===== src/conv_pkg.sv =====
// Purpose: Shared constants for the converter sequencing block
// Assumes: Wishbone classic slave, 32-bit data, one register per word
// Notes: Offsets are byte addresses
package conv_pkg;
	// ****************************************
	// Register offsets
	// ****************************************
	localparam logic [7:0] OFS_CTRL_A = 8'h00;
	localparam logic [7:0] OFS_CTRL_B = 8'h04;
	localparam logic [7:0] OFS_INSEL = 8'h08;
	localparam logic [7:0] OFS_RES_LOW = 8'h0C;
	localparam logic [7:0] OFS_RES_HIGH = 8'h10;
	localparam logic [7:0] OFS_POWER = 8'h14;
	// ****************************************
	// Field positions
	// ****************************************
	localparam int CA_PRESC_LSB = 0;
	localparam int CA_FLAG = 4;
	localparam int CA_AUTO = 5;
	localparam int CA_START = 6;
	localparam int CA_ENABLE = 7;
	localparam int IS_CHAN_LSB = 0;
	localparam int IS_LEFT = 5;
	localparam int IS_REF_LSB = 6;
	localparam int PW_REDUCE = 0;
	// ****************************************
	// Reset values
	// ****************************************
	localparam logic PW_RESET = 1'b1;
	localparam logic [2:0] TS_RESET = 3'h0;
	localparam logic [2:0] TS_FREE_RUN = 3'h0;
	// ****************************************
	// Timing counts, in converter clock cycles
	// ****************************************
	localparam logic [4:0] CONV_NORMAL = 5'h0D;
	localparam logic [4:0] CONV_FIRST = 5'h19;
	localparam logic [4:0] SAMPLE_NORMAL = 5'h01;
	localparam logic [4:0] SAMPLE_FIRST = 5'h0D;
	localparam int RES_BITS = 10;
	typedef enum logic [1:0] {ST_IDLE, ST_WAIT, ST_CONV} conv_state_t;
endpackage


===== src/conv_prescaler.sv =====
// Purpose: Converter clock prescaler, one-cycle enable out
// Assumes: Held in reset while clear is high
// Notes: Divide by 2,2,4,8,16,32,64,128 per select
`timescale 1ns/1ns
module conv_prescaler (
	input wire logic clk,
	input wire logic rst_n,
	input wire logic clear,
	input wire logic [2:0] sel,
	output logic tick
);
	logic [6:0] cnt_q;
	logic [6:0] mask;

	always_comb begin
		mask = (sel == 3'h0) ? 7'h01 : 7'((8'h01 << sel) - 8'h01);
	end

	always_ff @(posedge clk) begin
		if (!rst_n || clear) begin
			cnt_q <= 7'h00;
			tick <= 1'b0;
		end else begin
			cnt_q <= cnt_q + 7'h01;
			tick <= ((cnt_q & mask) == mask);
		end
	end
endmodule


===== src/conv_sar.sv =====
// Purpose: Successive approximation register, one bit per step
// Assumes: Comparator input is high when analog input exceeds the trial level
// Notes: Trial code drives the internal DAC
`timescale 1ns/1ns
module conv_sar (
	input wire logic clk,
	input wire logic rst_n,
	input wire logic load,
	input wire logic step,
	input wire logic cmp_above,
	output logic [9:0] trial,
	output logic done
);
	logic [9:0] bit_q;

	always_ff @(posedge clk) begin
		if (!rst_n) begin
			trial <= 10'h000;
			bit_q <= 10'h000;
			done <= 1'b0;
		end else if (load) begin
			trial <= 10'h200;
			bit_q <= 10'h200;
			done <= 1'b0;
		end else if (step && bit_q != 10'h000) begin
			trial <= (cmp_above ? trial : (trial & ~bit_q)) | (bit_q >> 1);
			bit_q <= bit_q >> 1;
			done <= (bit_q == 10'h001);
		end
	end
endmodule


===== src/conv_control.sv =====
// Purpose: Sequencing of a 10-bit successive approximation converter
// Assumes: Wishbone classic slave; trigger inputs synchronous to CLOCK
// Notes: Analog parts sit outside; this block drives selects and SAR code
//
// Operation
// RULE1 - Ten-bit code by successive approximation
// RULE2 - Power reduce bit blocks converter operation
// RULE3 - Selections apply only once enabled
// RULE4 - Channel field picks pin, ground, bandgap
// RULE5 - Reference field picks supply, 1.1V, external
// RULE6 - Right adjust by default, left optional
// RULE7 - Software reads low byte then high
// RULE8 - Low byte read blocks result updates
// RULE9 - High byte read removes the block
// RULE10 - Completion flag set even if discarded
// RULE11 - Start bit held until conversion ends
// RULE12 - Channel change waits for conversion end
// RULE13 - Auto-trigger uses selected trigger source
// RULE14 - Trigger edge resets prescaler, starts conversion
// RULE15 - High trigger level alone starts nothing
// RULE16 - Edges during conversion are ignored
// RULE17 - Trigger flags set regardless of enables
// RULE18 - Software clears trigger flag before reuse
// RULE19 - Own flag as trigger runs free
// RULE20 - Start bit works with auto-trigger
// RULE21 - Start bit reads one while converting
// RULE22 - Software disables converter before sleep
// RULE23 - Thirteen cycles, first one twenty-five
// RULE24 - Prescaler held reset while disabled
// RULE25 - Completion writes result, flag, clears start
// RULE26 - Low byte bits 7:0, left shifts six
`timescale 1ns/1ns
module conv_control (
	// Clock and reset
	input wire logic CLOCK,
	input wire logic RST_N,
	// Wishbone slave
	input wire logic CYC_I,
	input wire logic STB_I,
	input wire logic WE_I,
	input wire logic [7:0] ADR_I,
	input wire logic [3:0] SEL_I,
	input wire logic [31:0] DAT_I,
	output logic [31:0] DAT_O,
	output logic ACK_O,
	// Trigger sources, index 0 is unused (own flag)
	input wire logic [7:0] TRIGGER_IN,
	// Analog front end
	input wire logic CMP_ABOVE,
	output logic [9:0] DAC_CODE,
	output logic [3:0] CHANNEL_SELECT,
	output logic [1:0] REFERENCE_SELECT,
	output logic SAMPLE_HOLD,
	output logic ANALOG_ON
);
	// ****************************************
	// Registers
	// ****************************************
	logic conv_enable_q;
	logic conv_start_q;
	logic auto_trigger_enable_q;
	logic conv_complete_flag_q;
	logic [2:0] prescaler_select_q;
	logic [2:0] trigger_source_select_q;
	logic [3:0] channel_select_q;
	logic left_adjust_result_q;
	logic [1:0] reference_select_q;
	logic conv_power_reduce_q;
	logic [9:0] result_q;
	logic result_lock_q;
	logic first_q;
	logic trig_prev_q;
	logic [4:0] cyc_q;
	logic [4:0] len_q;
	conv_pkg::conv_state_t state_q;
	logic [3:0] chan_act_q;
	logic [1:0] ref_act_q;

	logic tick;
	logic sar_done;
	logic [9:0] sar_code;
	logic trig_sel;
	logic trig_edge;
	logic wr;
	logic rd;
	logic start_req;
	logic complete;
	logic active;
	logic [15:0] adj;

	// ****************************************
	// Helpers
	// ****************************************
	function automatic logic [15:0] adjust(input logic [9:0] r, input logic left);
		adjust = left ? {r, 6'h00} : {6'h00, r};
	endfunction

	function automatic logic hit(input logic [7:0] ofs);
		hit = wr && ADR_I == ofs && SEL_I[0];
	endfunction

	// ****************************************
	// Bus decode
	// ****************************************
	assign wr = CYC_I && STB_I && !ACK_O && WE_I;
	assign rd = CYC_I && STB_I && !ACK_O && !WE_I;
	assign active = conv_enable_q && !conv_power_reduce_q; // RULE2
	assign complete = (state_q == conv_pkg::ST_CONV) && tick && cyc_q == len_q;

	always_comb begin
		trig_sel = TRIGGER_IN[trigger_source_select_q];
		if (trigger_source_select_q == conv_pkg::TS_FREE_RUN) begin
			trig_sel = conv_complete_flag_q; // RULE17
		end
	end
	// Own flag: every completion restarts; others need a fresh edge
	assign trig_edge = auto_trigger_enable_q && active && // RULE13
		((trigger_source_select_q == conv_pkg::TS_FREE_RUN) ? complete : // RULE19
		(trig_sel && !trig_prev_q)); // RULE15
	// Process form so the decode also follows the bus signals read inside hit
	always_comb begin
		start_req = hit(conv_pkg::OFS_CTRL_A) && DAT_I[conv_pkg::CA_START] && active; // RULE20
	end
	assign adj = adjust(result_q, left_adjust_result_q); // RULE6

	always_ff @(posedge CLOCK) begin
		if (!RST_N) begin
			ACK_O <= 1'b0;
			DAT_O <= 32'h0000_0000;
		end else begin
			ACK_O <= CYC_I && STB_I && !ACK_O;
			DAT_O <= 32'h0000_0000;
			if (rd) begin
				case (ADR_I)
				conv_pkg::OFS_CTRL_A: DAT_O[7:0] <= {conv_enable_q, conv_start_q, // RULE21
					auto_trigger_enable_q, conv_complete_flag_q, 1'b0, prescaler_select_q};
				conv_pkg::OFS_CTRL_B: DAT_O[2:0] <= trigger_source_select_q;
				conv_pkg::OFS_INSEL: DAT_O[7:0] <= {reference_select_q, left_adjust_result_q,
					1'b0, channel_select_q};
				conv_pkg::OFS_RES_LOW: DAT_O[7:0] <= adj[7:0];
				conv_pkg::OFS_RES_HIGH: DAT_O[7:0] <= adj[15:8];
				conv_pkg::OFS_POWER: DAT_O[0] <= conv_power_reduce_q;
				default: DAT_O <= 32'h0000_0000;
				endcase
			end
		end
	end

	// ****************************************
	// Control registers
	// ****************************************
	always_ff @(posedge CLOCK) begin
		if (!RST_N) begin
			conv_enable_q <= 1'b0;
			auto_trigger_enable_q <= 1'b0;
			prescaler_select_q <= 3'h0;
			trigger_source_select_q <= conv_pkg::TS_RESET;
			channel_select_q <= 4'h0;
			left_adjust_result_q <= 1'b0;
			reference_select_q <= 2'h0;
			conv_power_reduce_q <= conv_pkg::PW_RESET;
		end else begin
			if (hit(conv_pkg::OFS_CTRL_A)) begin
				conv_enable_q <= DAT_I[conv_pkg::CA_ENABLE];
				auto_trigger_enable_q <= DAT_I[conv_pkg::CA_AUTO];
				prescaler_select_q <= DAT_I[conv_pkg::CA_PRESC_LSB +: 3];
			end
			if (hit(conv_pkg::OFS_CTRL_B)) begin
				trigger_source_select_q <= DAT_I[2:0];
			end
			if (hit(conv_pkg::OFS_INSEL)) begin
				channel_select_q <= DAT_I[conv_pkg::IS_CHAN_LSB +: 4]; // RULE4
				left_adjust_result_q <= DAT_I[conv_pkg::IS_LEFT];
				reference_select_q <= DAT_I[conv_pkg::IS_REF_LSB +: 2]; // RULE5
			end
			if (hit(conv_pkg::OFS_POWER)) begin
				conv_power_reduce_q <= DAT_I[conv_pkg::PW_REDUCE];
			end
		end
	end

	// ****************************************
	// Start bit and completion flag
	// ****************************************
	always_ff @(posedge CLOCK) begin
		if (!RST_N) begin
			conv_start_q <= 1'b0;
		end else if (!active) begin
			conv_start_q <= 1'b0;
		end else if (start_req || trig_edge) begin
			conv_start_q <= 1'b1; // RULE11
		end else if (complete) begin
			conv_start_q <= 1'b0; // RULE25
		end
	end

	always_ff @(posedge CLOCK) begin
		if (!RST_N) begin
			conv_complete_flag_q <= 1'b0;
		end else if (complete) begin
			conv_complete_flag_q <= 1'b1; // RULE10
		end else if (hit(conv_pkg::OFS_CTRL_A) && DAT_I[conv_pkg::CA_FLAG]) begin
			conv_complete_flag_q <= 1'b0;
		end
	end

	always_ff @(posedge CLOCK) begin
		if (!RST_N) begin
			trig_prev_q <= 1'b0;
		end else begin
			trig_prev_q <= trig_sel;
		end
	end

	// ****************************************
	// Conversion sequencer
	// ****************************************
	conv_prescaler u_presc (
		.clk(CLOCK),
		.rst_n(RST_N),
		.clear(!active || (trig_edge && state_q != conv_pkg::ST_CONV)), // RULE14 RULE24
		.sel(prescaler_select_q),
		.tick(tick)
	);

	conv_sar u_sar (
		.clk(CLOCK),
		.rst_n(RST_N),
		.load(state_q == conv_pkg::ST_CONV && tick && cyc_q == len_q - 5'h0B),
		.step(state_q == conv_pkg::ST_CONV && tick && cyc_q > len_q - 5'h0B),
		.cmp_above(CMP_ABOVE),
		.trial(sar_code),
		.done(sar_done)
	);

	always_ff @(posedge CLOCK) begin
		if (!RST_N) begin
			state_q <= conv_pkg::ST_IDLE;
			cyc_q <= 5'h00;
			len_q <= conv_pkg::CONV_NORMAL;
			first_q <= 1'b1;
		end else if (!active) begin
			state_q <= conv_pkg::ST_IDLE;
			first_q <= 1'b1;
		end else begin
			case (state_q)
			conv_pkg::ST_IDLE: begin
				if (start_req || trig_edge) begin
					state_q <= conv_pkg::ST_WAIT;
				end
			end
			conv_pkg::ST_WAIT: begin
				if (tick) begin
					state_q <= conv_pkg::ST_CONV;
					cyc_q <= 5'h01;
					len_q <= first_q ? conv_pkg::CONV_FIRST : conv_pkg::CONV_NORMAL; // RULE23
					first_q <= 1'b0;
				end
			end
			conv_pkg::ST_CONV: begin
				// Edges mid-conversion are dropped, not queued
				if (complete) begin
					// A start written in the completing cycle must not be lost
					state_q <= (trig_edge || start_req) ? conv_pkg::ST_WAIT : // RULE16
						conv_pkg::ST_IDLE;
				end else if (tick) begin
					cyc_q <= cyc_q + 5'h01;
				end
			end
			default: state_q <= conv_pkg::ST_IDLE;
			endcase
		end
	end

	// ****************************************
	// Result and read lock
	// ****************************************
	always_ff @(posedge CLOCK) begin
		if (!RST_N) begin
			result_lock_q <= 1'b0;
		end else if (rd && ADR_I == conv_pkg::OFS_RES_HIGH) begin
			result_lock_q <= 1'b0; // RULE9
		end else if (rd && ADR_I == conv_pkg::OFS_RES_LOW) begin
			result_lock_q <= 1'b1; // RULE8
		end
	end

	always_ff @(posedge CLOCK) begin
		if (!RST_N) begin
			result_q <= 10'h000;
		end else if (complete && !result_lock_q) begin
			result_q <= sar_code; // RULE1 RULE25 RULE26
		end
	end

	// ****************************************
	// Analog outputs
	// ****************************************
	always_ff @(posedge CLOCK) begin
		if (!RST_N) begin
			chan_act_q <= 4'h0;
			ref_act_q <= 2'h0;
			ANALOG_ON <= 1'b0;
			SAMPLE_HOLD <= 1'b0;
			DAC_CODE <= 10'h000;
		end else begin
			ANALOG_ON <= active;
			// Selection tracks until start, locks until last cycle
			if (active && (state_q != conv_pkg::ST_CONV || cyc_q == len_q)) begin
				chan_act_q <= channel_select_q; // RULE3 RULE12
				ref_act_q <= reference_select_q;
			end
			// first_q is already cleared here, so the length tells a first conversion
			SAMPLE_HOLD <= state_q == conv_pkg::ST_CONV && cyc_q <= ((len_q == conv_pkg::CONV_FIRST) ?
				conv_pkg::SAMPLE_FIRST : conv_pkg::SAMPLE_NORMAL); // RULE23
			DAC_CODE <= sar_code;
		end
	end
	assign CHANNEL_SELECT = chan_act_q;
	assign REFERENCE_SELECT = ref_act_q;

	// ****************************************
	// Checks
	// ****************************************
	a_power_blocks: assert property (@(posedge CLOCK) disable iff (!RST_N) // RULE2
		conv_power_reduce_q |=> state_q == conv_pkg::ST_IDLE)
		else $error("conversion while power reduced");
	a_start_clears: assert property (@(posedge CLOCK) disable iff (!RST_N) // RULE25
		complete |=> conv_start_q == $past(trig_edge || start_req))
		else $error("start bit not cleared");
	a_flag_sets: assert property (@(posedge CLOCK) disable iff (!RST_N) // RULE10
		complete |=> conv_complete_flag_q)
		else $error("completion flag missing");
	a_lock_holds: assert property (@(posedge CLOCK) disable iff (!RST_N) // RULE8
		complete && result_lock_q |=> $stable(result_q))
		else $error("locked result changed");
	a_unlock_high: assert property (@(posedge CLOCK) disable iff (!RST_N) // RULE9
		rd && ADR_I == conv_pkg::OFS_RES_HIGH |=> !result_lock_q)
		else $error("lock not removed");
	a_start_busy: assert property (@(posedge CLOCK) disable iff (!RST_N) // RULE21
		state_q == conv_pkg::ST_CONV |-> conv_start_q)
		else $error("start bit low while busy");
	a_disabled_presc: assert property (@(posedge CLOCK) disable iff (!RST_N) // RULE24
		!active ##1 !active |-> !tick)
		else $error("prescaler ran while disabled");
	a_len_values: assert property (@(posedge CLOCK) disable iff (!RST_N) // RULE23
		state_q == conv_pkg::ST_CONV |-> len_q == 5'h0D || len_q == 5'h19)
		else $error("bad conversion length");
endmodule


===== config.mk =====
export PLATFORM = sky130hd
export DESIGN_NAME = conv_control
export DESIGN_NICKNAME = d
export VERILOG_FILES = /design/src/conv_pkg.sv /design/src/conv_prescaler.sv /design/src/conv_sar.sv /design/src/conv_control.sv
export SDC_FILE = /design/constraint.sdc
export NUM_CORES = 1
export LEC_CHECK = 0
export CORE_ASPECT_RATIO = 0.7
export CORE_MARGIN = 1
export CORE_UTILIZATION = 55
export CTS_CLUSTER_DIAMETER = 60
export DETAILED_ROUTE_END_ITERATION = 10
export DONT_BUFFER_PORTS = 1
export GPL_TIMING_DRIVEN = 0
export PLACE_DENSITY = 0.75
export SLEW_MARGIN = 10
export SYNTH_ARGS = -nofsm -noshare
export SYNTH_HDL_FRONTEND = slang
export SYNTH_SLANG_ARGS = --single-unit

===== constraint.sdc =====
create_clock -name CLOCK -period 6.1 [get_ports CLOCK]
set_clock_uncertainty 0.15 [all_clocks]
set_input_delay 0.305 -clock CLOCK [delete_from_list [all_inputs] [get_ports CLOCK]]
set_output_delay 0.305 -clock CLOCK [all_outputs]
set_load 0.01 [all_outputs]

==> results.txt, run 1 <==
----------------------------------------------------
[Setup path]
  Worst reg2reg setup slack ... 3460 ps
  Logic depth of the worst register-to-register path ... 8
  Launch instance of the worst register-to-register path ... len_q[2]
  Arrival time at the worst endpoint ... 2700 ps
  Type of destination of the critical path ... register
  Critical path type ... register to register
  Crit Reg-Reg Endpoint ... u_sar.bit_q[0]
  Critical path required time ... 6160 ps
  Kind of start point of the critical path ... register
  Worst-path maximum fanout ... 10

[STA]
  Tightest slew margin relative to the limit ... 29.2%
  Min Clock Period, post-route ... 2640 ps
  Final cycle utilization of the critical path ... 43.3%
  Slew at the pin with the worst max-slew slack ... 1050 ps
  Final Slew Violations ... 0
  Setup_tns ... 0 ps
  Setup repair after global routing missed its margin ... no
  Number of setup violations in the final report ... 0
  Final Hold Vio Count ... 0
  Peak clock frequency supported by timing ... 379 MHz

[Hold path]
  Hold endpoint ... prescaler_select_q[2]
  Count of cells along the worst hold path ... 2
  Min-delay src ... DAT_I[2]
  Worst min-delay path class ... input port to register

[Logic synthesis]
  Sequential cell area fraction in the yosys report ... 43.2%
  Most frequently used flop master after synthesis ... sky130_fd_sc_hd__dfxtp_1
  Average instance area after synthesis ... 9.17 um2
  Async S/R FF share, synth ... 0%
  Gate Count Post-Synth ... 480
  Number of flops mapped to enable cells by yosys ... 0
  Synth Warn # ... 0
  Dominant cells by area after synthesis ... sky130_fd_sc_hd__dfxtp_1 43%, sky130_fd_sc_hd__mux2i_1 8.9%, sky130_fd_sc_hd__nor2b_1 5.7%
  Top cell type by total area after synthesis ... sky130_fd_sc_hd__dfxtp_1
  Flops & latches, synth ... 95
  Distinct cells, synth ... 56
  Top-area cell type share of the netlist area ... 43.2%
  Combined area of all synthesized cells ... 4400 um2

[Clock network]
  Clock Tree Buf Depth ... 2
  Clock root buffer master ... sky130_fd_sc_hd__clkbuf_16
  TritonCTS Buffers ... 9
  H-tree depth ... 3
  Number of sinks on the clock net ... 95
  Clock input transition at the sequential cells of the worst setup and hold paths ... 60 ps
  Clock network latency to the later pin of the worst-skew pair ... 340 ps
  CTS tree ... built

[Flow run]
  Total of max-cap violations ... 0

[Place]
  Post-DP HPWL ... 7.84 mm
  Port buffer count ... 0
  Final weighted congestion of routability-driven global placement ... 0.933

[Floorplanning]
  Die Area ... 8370 um2
  Num rows ... 26
  IO Pins ... 109
  Overall die height ... 76.8 um
  Core area ... 7510 um2
  Die span in x ... 109 um
  Starting density of the core ... 58.6%

[Drt]
  Iteration-0 DRC Markers ... 265
  Pre-Repair DR Iteration Count ... 5
  Post-DR vias/cell ... 5.56
  Number of nets still failing antenna checks after routing ... 0
  DRC errors left ... 0
  Total vias in the final route ... 3471
  Aggregate routed wire length ... 10.6 mm
  Wire length per cell ... 17.0 um

[Global route]
  Vias in the first global route ... 3328
  Global-route wire length before repair ... 17.1 mm
  Pin count of the biggest net entering global routing ... 17
  Initial antenna violation count ... 0
  Overflow left after global routing ... 0
  Aggregate global-route resource usage ... 26.8%

[Power and ir drop]
  Maximum vdd drop ... 0.000218 V
  Leak Pwr ... 1.96 nW
  Power per cell area ... 249 nW/um2

[Outcome]
  Outcome ... complete, no violations

[Cells and area]
  # nets final ... 588
  Core utilization of the finished layout ... 66.1%
  Count of filler cells inserted in the layout ... 635
  Share of layout cells above drive strength 1 ... 10.1%
  Syn-to-layout area delta ... 12.9%

----------------------------------------------------
[cell type report]
type	count	area [um2]	share of cell area (%)
Antenna cell	1	2.50	0.0504
Clock inverter	6	68.8	1.38
Timing Repair Buffer	6	60.1	1.21
Sequential cell	95	1900	38.3
Buffer	41	253	5.09
Inverter	15	56.3	1.13
Multi-Input combinational cell	352	2280	45.8
Clock buffer	10	229	4.61
Tap cell	98	123	2.47
[state kept, by name, indices dropped and copies added (netlist names), 2 cells and up]
| register | cells |
|---|---|
| CHANNEL_SELECT | 4 |
| DAC_CODE | 10 |
| DAT_O | 8 |
| REFERENCE_SELECT | 2 |
| channel_select_q | 4 |
| cyc_q | 5 |
| len_q | 2 |
| prescaler_select_q | 3 |
| reference_select_q | 2 |
| result_q | 10 |
| state_q | 2 |
| trigger_source_select_q | 3 |
| u_presc.cnt_q | 7 |
| u_sar.bit_q | 10 |
| u_sar.trial | 10 |
[critical path, stage by stage, from the launching register on]
cell and delay, ps:
sky130_fd_sc_hd__dfxtp_1 390, sky130_fd_sc_hd__inv_1 60, sky130_fd_sc_hd__ha_1 270, sky130_fd_sc_hd__inv_1 40
sky130_fd_sc_hd__ha_1 300, sky130_fd_sc_hd__nand4_1 150, sky130_fd_sc_hd__o21ai_0 620, sky130_fd_sc_hd__clkbuf_1 440
sky130_fd_sc_hd__a21oi_1 90
[how the worst max path moves through the flow]
| stage | start | endpoint | slack [ps] | cells after the start |
|---|---|---|---|---|
| 2_1_floorplan | len_q[2] | u_sar.trial[6] | 3960 | 10 |
| 3_3_place_gp | len_q[2] | u_sar.trial[1] | 3590 | 8 |
| 3_5_place_dp | len_q[2] | u_sar.trial[6] | 3540 | 10 |
| 4_1_cts | len_q[2] | u_sar.trial[6] | 3520 | 10 |
| 5_1_grt | len_q[2] | u_sar.trial[6] | 3300 | 10 |
| 6_report | len_q[2] | u_sar.bit_q[0] | 3460 | 8 |
[what timing repair did]
action,4_1_cts,5_1_grt
setup endpoints to repair,0,0
hold endpoints to repair,12,0
hold buffers,6,0
buffers inserted,0,0
resized for setup,0,0
[routing by layer]
layer	vias up	GRT usage [%]	share of wire (%)
met5	-	0	0
met4	0	7.97	0.92
met3	14	6.38	8.0
met2	140	39.6	43
met1	1616	38.5	48
li1	1701	-	-
[power breakdown]
part	total [mW]	switching [mW]	internal, mW
clock network	0.565	0.243	0.321
logic	0.0533	0.0300	0.0233
registers	0.621	0.000501	0.620
total	1.24	0.274	0.965
[cell usage after synthesis (2+ instances only)]
cell / instances
sky130_fd_sc_hd__o21ai_2: 2
sky130_fd_sc_hd__a31oi_1: 5
sky130_fd_sc_hd__o21ai_0: 29
sky130_fd_sc_hd__a21boi_0: 3
sky130_fd_sc_hd__a21oi_1: 29
sky130_fd_sc_hd__o311ai_0: 2
sky130_fd_sc_hd__nand4_1: 3
sky130_fd_sc_hd__nor3_1: 4
sky130_fd_sc_hd__nand2_1: 42
sky130_fd_sc_hd__nor2b_1: 40
sky130_fd_sc_hd__mux2_2: 2
sky130_fd_sc_hd__a211oi_1: 3
sky130_fd_sc_hd__a32oi_1: 6
sky130_fd_sc_hd__inv_1: 15
sky130_fd_sc_hd__and2_1: 13
sky130_fd_sc_hd__nor2_1: 25
sky130_fd_sc_hd__xor2_1: 5
sky130_fd_sc_hd__nand3b_1: 4
sky130_fd_sc_hd__o2111ai_1: 2
sky130_fd_sc_hd__mux2i_1: 39
sky130_fd_sc_hd__buf_4: 24
sky130_fd_sc_hd__nand3_1: 9
sky130_fd_sc_hd__dfxtp_1: 95
sky130_fd_sc_hd__clkbuf_1: 15
sky130_fd_sc_hd__a21o_1: 3
sky130_fd_sc_hd__xnor2_1: 4
sky130_fd_sc_hd__nand2b_1: 14
sky130_fd_sc_hd__nor4_1: 3
sky130_fd_sc_hd__and3b_1: 2
sky130_fd_sc_hd__nor4b_1: 2
sky130_fd_sc_hd__ha_1: 10
sky130_fd_sc_hd__or3_1: 2
[cells in the final DEF, fill, tap and decap left out, types with 3 or more instances in the layout]
| cell type | n |
|---|---|
| sky130_fd_sc_hd__o21ai_0 | 29 |
| sky130_fd_sc_hd__a21o_1 | 3 |
| sky130_fd_sc_hd__and2_1 | 13 |
| sky130_fd_sc_hd__nand4_1 | 3 |
| sky130_fd_sc_hd__nand2b_1 | 14 |
| sky130_fd_sc_hd__nor2_1 | 25 |
| sky130_fd_sc_hd__conb_1 | 24 |
| sky130_fd_sc_hd__nor3_1 | 4 |
| sky130_fd_sc_hd__a31oi_1 | 5 |
| sky130_fd_sc_hd__nand3b_1 | 4 |
| sky130_fd_sc_hd__mux2i_1 | 39 |
| sky130_fd_sc_hd__nor4_1 | 3 |
| sky130_fd_sc_hd__clkbuf_1 | 16 |
| sky130_fd_sc_hd__a32oi_1 | 6 |
| sky130_fd_sc_hd__xnor2_1 | 4 |
| sky130_fd_sc_hd__xor2_1 | 5 |
| sky130_fd_sc_hd__nor2b_1 | 40 |
| sky130_fd_sc_hd__a21boi_0 | 3 |
| sky130_fd_sc_hd__dfxtp_1 | 95 |
| sky130_fd_sc_hd__ha_1 | 10 |
| sky130_fd_sc_hd__nand3_1 | 9 |
| sky130_fd_sc_hd__a21oi_1 | 29 |
| sky130_fd_sc_hd__nand2_1 | 42 |
| sky130_fd_sc_hd__inv_1 | 15 |
| sky130_fd_sc_hd__dlygate4sd3_1 | 6 |
| sky130_fd_sc_hd__buf_4 | 24 |
| sky130_fd_sc_hd__a211oi_1 | 3 |
| sky130_fd_sc_hd__clkbuf_16 | 9 |
[logic make-up after synthesis]
kind of cell    after synthesis  synth area share, %
simple gates                173                 21.8
flops                        95                 43.2
compound gates               94                 13.3
buf+inv                      56                 7.02
mux                          42                 9.98
fa+ha+maj                    10                 2.84
xor+xnor                      9                 1.79
other cells                   1               0.0852
[through the flow]
stage                     hold slack (ps)  setup slack [ps]  std cells  cell area [um2]  total power [mW]
final                                5.89              3460        624             4970              1.24
after global routing                 23.4              3300        623             4970              1.28
after CTS                            10.4              3520        623             4970              1.24
after detailed placement              291              3540        601             4610             0.683
after global placement                284              3590        601             4610             0.683
after floorplan                       272              3960        503             4490             0.674
No activity file was read; power rests on OpenSTA's default activity.
==> run 2, diff against run 1 <==
Clock period 6.1 ns to 2.7 ns, I/O delays scaled along.
==> run 2 against run 1 <==
  * The run now ends with negative hold slack left
  * Non-clock buffer count rose by 11
  * Core utilization rose by 1.5 points
  * Count of clock-buffer cells in the layout did not move
  * Die area did not move
  * Hold slack got worse by 18 ps
  * Via count rose by 1.1%
  * Global-route usage rose by 0.49 points
  * Maximum frequency rose by 4.4%
  * Combinational power rose to 2.5 times the previous value
  * Flip-flop and latch count did not move
  * Sequential share of layout area fell by 0.87 points
  * Critical endpoint is now u_sar.trial[6]
  * Largest cell class unchanged
==> results.txt, run 2 (same netlist as run 1, synthesis figures left out) <==
----------------------------------------------------
[Floorplanning]
  Die span in x ... 109 um
  IO Pins ... 109
  Overall die height ... 76.8 um
  Starting density of the core ... 58.6%
  Num rows ... 26
  Core area ... 7510 um2
  Die Area ... 8370 um2

[Setup path]
  Arrival time at the worst endpoint ... 2650 ps
  Top Family by Delay on Critical Path ... adder cells
  Critical-path top delay cell ... sky130_fd_sc_hd__dfxtp_1
  Buffers and inverters on the worst path ... 3
  Cells along the critical path ... inv_1 > ha_1 > inv_1 > ha_1 > nand4_1 > nor2b_1 > nand2_2 > clkbuf_1 > o21ai_0 > a21oi_1
  Type of destination of the critical path ... register
  Critical path type ... register to register
  Critical path required time ... 2820 ps
  Kind of start point of the critical path ... register
  Worst-path maximum fanout ... 10
  Largest stage delay on the critical path ... 390 ps

[STA]
  Final cycle utilization of the critical path ... 93.6%
  Peak clock frequency supported by timing ... 396 MHz
  Min Clock Period, post-route ... 2530 ps
  Tightest slew margin relative to the limit ... 52.3%
  Final Hold Vio Count ... 2
  Setup_tns ... 0 ps
  Number of setup violations in the final report ... 0
  Slew at the pin with the worst max-slew slack ... 711 ps
  Setup repair after global routing missed its margin ... no
  Final Slew Violations ... 0
  Worst hold slack across all endpoints ... -11.7 ps

[Outcome]
  Outcome ... finished with violations
  Violations in the final reports ... negative hold slack

[Clock network]
  Clock root buffer master ... sky130_fd_sc_hd__clkbuf_16
  TritonCTS Buffers ... 9
  Clock network latency to the later pin of the worst-skew pair ... 340 ps
  CTS tree ... built
  H-tree depth ... 3
  Clock input transition at the sequential cells of the worst setup and hold paths ... 70 ps
  Clock Tree Buf Depth ... 2
  Number of sinks on the clock net ... 95

[Drt]
  Post-DR vias/cell ... 5.53
  Number of nets still failing antenna checks after routing ... 0
  DRC errors left ... 0
  Pre-Repair DR Iteration Count ... 5
  Wire length per cell ... 16.9 um
  Aggregate routed wire length ... 10.7 mm
  Detailed route wirelength on metal3 ... 749 um
  Top Layer Used ... met4
  Total vias in the final route ... 3508
  Iteration-0 DRC Markers ... 263
  Post-Route M1 WL ... 5.22 mm
  Total met2 wirelength after detailed routing ... 4.64 mm

[Power and ir drop]
  Leak Pwr ... 2.01 nW
  Power per cell area ... 552 nW/um2
  Maximum vdd drop ... 0.000498 V
  Overall power consumption ... 2.81 mW

[Cells and area]
  Most frequent standard cell in the layout excluding fill and tap cells ... sky130_fd_sc_hd__dfxtp_1
  # nets final ... 599
  Final non-filler cell area ... 5080 um2
  Ant diodes ... 0
  Commonest non-fill, non-tap cells in the layout ... 95 x sky130_fd_sc_hd__dfxtp_1, 41 x sky130_fd_sc_hd__nand2_1, 40 x sky130_fd_sc_hd__nor2b_1
  Share of layout cells above drive strength 1 ... 10.3%
  Count of filler cells inserted in the layout ... 625
  Core utilization of the finished layout ... 67.7%
  Syn-to-layout area delta ... 15.6%

[Place]
  Final weighted congestion of routability-driven global placement ... 0.933
  Post-place instance area ... 4610 um2
  Post-DP HPWL ... 7.84 mm
  Port buffer count ... 0

[Global route]
  Aggregate global-route resource usage ... 27.3%
  Global-route wire length before repair ... 17.4 mm
  Pin count of the biggest net entering global routing ... 17
  Overflow left after global routing ... 0
  Vias in the first global route ... 3392
  Initial antenna violation count ... 0

[Flow run]
  Total of max-cap violations ... 0

[Hold path]
  Worst min-delay path class ... input port to register

----------------------------------------------------
run 2: path summary, 6_finish.rpt:
check                           startpoint             end  slack (ps)  depth (start not counted)
worst max-delay path              len_q[2]  u_sar.trial[6]         170                         10
worst min-delay path                 RST_N        len_q[2]         -10                          2
worst max register to register    len_q[2]  u_sar.trial[6]         170                         10
worst min register to register     first_q         first_q         300                          2
run 2: layout make-up:
class,count,area [um2],area share (%)
Inverter,15,56.3,1.11
Buffer,41,253,4.97
Timing Repair Buffer,17,170,3.35
Multi-Input combinational cell,352,2280,44.9
Tap cell,98,123,2.41
Sequential cell,95,1900,37.4
Clock buffer,10,229,4.50
Clock inverter,6,68.8,1.35
run 2: where the power goes:
part / switching (mW) / total, mW / internal (mW)
combinational: 0.0718 / 0.134 / 0.0624
clock: 0.545 / 1.27 / 0.726
sequential: 0.00124 / 1.40 / 1.40
total: 0.618 / 2.81 / 2.19
run 2: per-layer routing:
metal  vias to the layer above  global-route usage (%)
li1                       1725                       -
met4                         0                    7.97
met1                      1641                    39.3
met3                        11                    6.21
met5                         -                       0
met2                       131                    40.4
run 2: metrics by stage:
step	cells	hold WS, ps	setup slack, ps
floorplan	503	110	561
global placement	601	124	185
detailed placement	601	123	144
CTS	634	2.75	118
global route	634	17.0	41.3
finish	634	-11.7	172
run 2: what timing repair did:
item	in CTS	in global routing
setup endpoints to repair	0	12
gates resized for setup	0	4
setup buffers	0	0
hold endpoints to repair	29	0
hold buffers	17	0
==> run 3, diff against run 2 <==
Settings changed: CTS_CLUSTER_SIZE set to 20, REMOVE_ABC_BUFFERS set to 1.
==> run 3 against run 2 <==
  * Combinational power decreased by 27%
  * Worst setup slack improved by 120 ps
  * Maximum frequency increased by 4.8%
  * Highest routed layer unchanged
  * Flip-flop and latch count unchanged
  * The run now ends clean
  * Non-clock buffer count decreased by 33
==> results.txt, run 3 (same netlist as run 1, synthesis figures left out) <==
----------------------------------------------------
[Outcome]
  Outcome ... complete, no violations

[Cells and area]
  Share of layout cells above drive strength 1 ... 5.78%
  Non-filler cells in the finished layout ... 600
  Ant diodes ... 0
  # nets final ... 566
  Most frequent standard cell in the layout excluding fill and tap cells ... sky130_fd_sc_hd__dfxtp_1
  Count of filler cells inserted in the layout ... 628
  Commonest non-fill, non-tap cells in the layout ... 95 x sky130_fd_sc_hd__dfxtp_1, 41 x sky130_fd_sc_hd__nand2_1, 40 x sky130_fd_sc_hd__nor2b_1
  Syn-to-layout area delta ... 12.6%
  Final non-filler cell area ... 4950 um2
  Core utilization of the finished layout ... 65.9%
  Register area ... 1900 um2
  Area of combinational cells with multiple inputs ... 2280 um2

[Drt]
  Iteration-0 DRC Markers ... 200
  Aggregate routed wire length ... 9.62 mm
  Post-DR vias/cell ... 5.60
  Wire length per cell ... 16.0 um
  Number of nets still failing antenna checks after routing ... 0
  DRC errors left ... 0
  Total vias in the final route ... 3362
  Pre-Repair DR Iteration Count ... 5

[Floorplanning]
  Die Area ... 8370 um2
  Num rows ... 26
  Overall die height ... 76.8 um
  Starting density of the core ... 58.6%
  Die span in x ... 109 um
  IO Pins ... 109
  Core area ... 7510 um2

[Setup path]
  Capture point of the worst path ... u_sar.bit_q[4]
  Worst reg2reg setup slack ... 290 ps
  Critical path type ... register to register
  Top Family by Delay on Critical Path ... compound AO/OA/AOI/OAI gates
  Buffers and inverters on the worst path ... 2
  Cells along the critical path ... inv_1 > ha_1 > inv_1 > ha_1 > nand4_1 > o21ai_1 > a21oi_1
  Critical-path top delay cell ... sky130_fd_sc_hd__o21ai_1
  Critical path depth in cells ... 7
  Crit Reg-Reg Endpoint ... u_sar.bit_q[4]
  Arrival time at the worst endpoint ... 2430 ps
  Logic depth of the worst register-to-register path ... 7
  Largest stage delay on the critical path ... 780 ps
  Type of destination of the critical path ... register
  Worst-path maximum fanout ... 14
  Launch instance of the worst register-to-register path ... len_q[2]
  Crit path from ... len_q[2]
  Kind of start point of the critical path ... register
  Critical path required time ... 2720 ps

[Global route]
  Global-route wire length before repair ... 15.7 mm
  Aggregate global-route resource usage ... 24.3%
  Vias in the first global route ... 3203
  Initial antenna violation count ... 0
  Overflow left after global routing ... 0
  Pin count of the biggest net entering global routing ... 57

[Place]
  Placement-stage worst setup slack ... 151 ps
  # placed instances ... 560
  Port buffer count ... 0
  Post-place instance area ... 4360 um2
  Post-DP HPWL ... 6.53 mm
  Final weighted congestion of routability-driven global placement ... 0.837

[STA]
  Final cycle utilization of the critical path ... 89.3%
  Min Clock Period, post-route ... 2410 ps
  Number of setup violations in the final report ... 0
  Slew at the pin with the worst max-slew slack ... 963 ps
  Peak clock frequency supported by timing ... 415 MHz
  Setup repair after global routing missed its margin ... no
  Final Slew Violations ... 0
  Final Hold Vio Count ... 0
  Tightest slew margin relative to the limit ... 35.4%
  Worst Slack Setup Final ... 289 ps

[Flow run]
  Total of max-cap violations ... 0

[Clock network]
  Clock Tree Buf Depth ... 2
  CTS tree ... built
  H-tree depth ... 3
  Number of sinks on the clock net ... 95
  Clock input transition at the sequential cells of the worst setup and hold paths ... 60 ps
  TritonCTS Buffers ... 9
  Clock root buffer master ... sky130_fd_sc_hd__clkbuf_16
  Clock network latency to the later pin of the worst-skew pair ... 340 ps

[Power and ir drop]
  Maximum vdd drop ... 0.000477 V
  Leak Pwr ... 1.91 nW
  Power per cell area ... 585 nW/um2
  Overall power consumption ... 2.90 mW

[Hold path]
  Worst min-delay path class ... input port to register

----------------------------------------------------
run 3: worst min-delay path, delay by kind of cell:
kind            cells  cell delay (ps)
compound gates      1               70
simple gates        2              260
run 3: what timing repair did:
action                                  CTS  global route
resized for setup                         0             1
hold buffers                             23             0
endpoints found under the setup margin    0             9
hold endpoints to repair                 78             0
buffers inserted                          0             2
run 3: area by class of cell:
class                      instances  area share, %
clock buffer                      11           4.70
inverter                          15           1.14
clock inverter                     4           1.92
tap                               98           2.47
multi-input combinational        352           46.0
sequential                        95           38.4
timing repair buffer              25           5.40
run 3: routing by layer:
layer / vias up / track usage, % / wire (um)
met3: 17 / 5.78 / 570
li1: 1659 / - / -
met4: 0 / 8.78 / 155
met1: 1567 / 32.7 / 4650
met5: - / 0 / 0
met2: 119 / 37.5 / 4250
run 3: where the power goes:
group | internal (mW) | switching (mW)
clock network | 0.898 | 0.499
logic | 0.0413 | 0.0561
registers | 1.40 | 0.00121
run 3: worst min path at each step:
stage	from	endpoint	slack [ps]	cells after the start
final	RST_N	u_sar.trial[8]	30	3
after global routing	RST_N	u_sar.trial[7]	40	3
after CTS	RST_N	u_sar.trial[7]	10	3
after detailed placement	RST_N	conv_power_reduce_q	60	1
after global placement	RST_N	len_q[2]	50	1
after floorplan	RST_N	conv_power_reduce_q	50	1
run 3: stage by stage:
stage                     hold WS [ps]  setup TNS [ps]
after floorplan                   46.9               0
after global placement            52.1            -182
after detailed placement          57.6               0
after CTS                         11.2               0
after global routing              42.1               0
final                             30.1               0
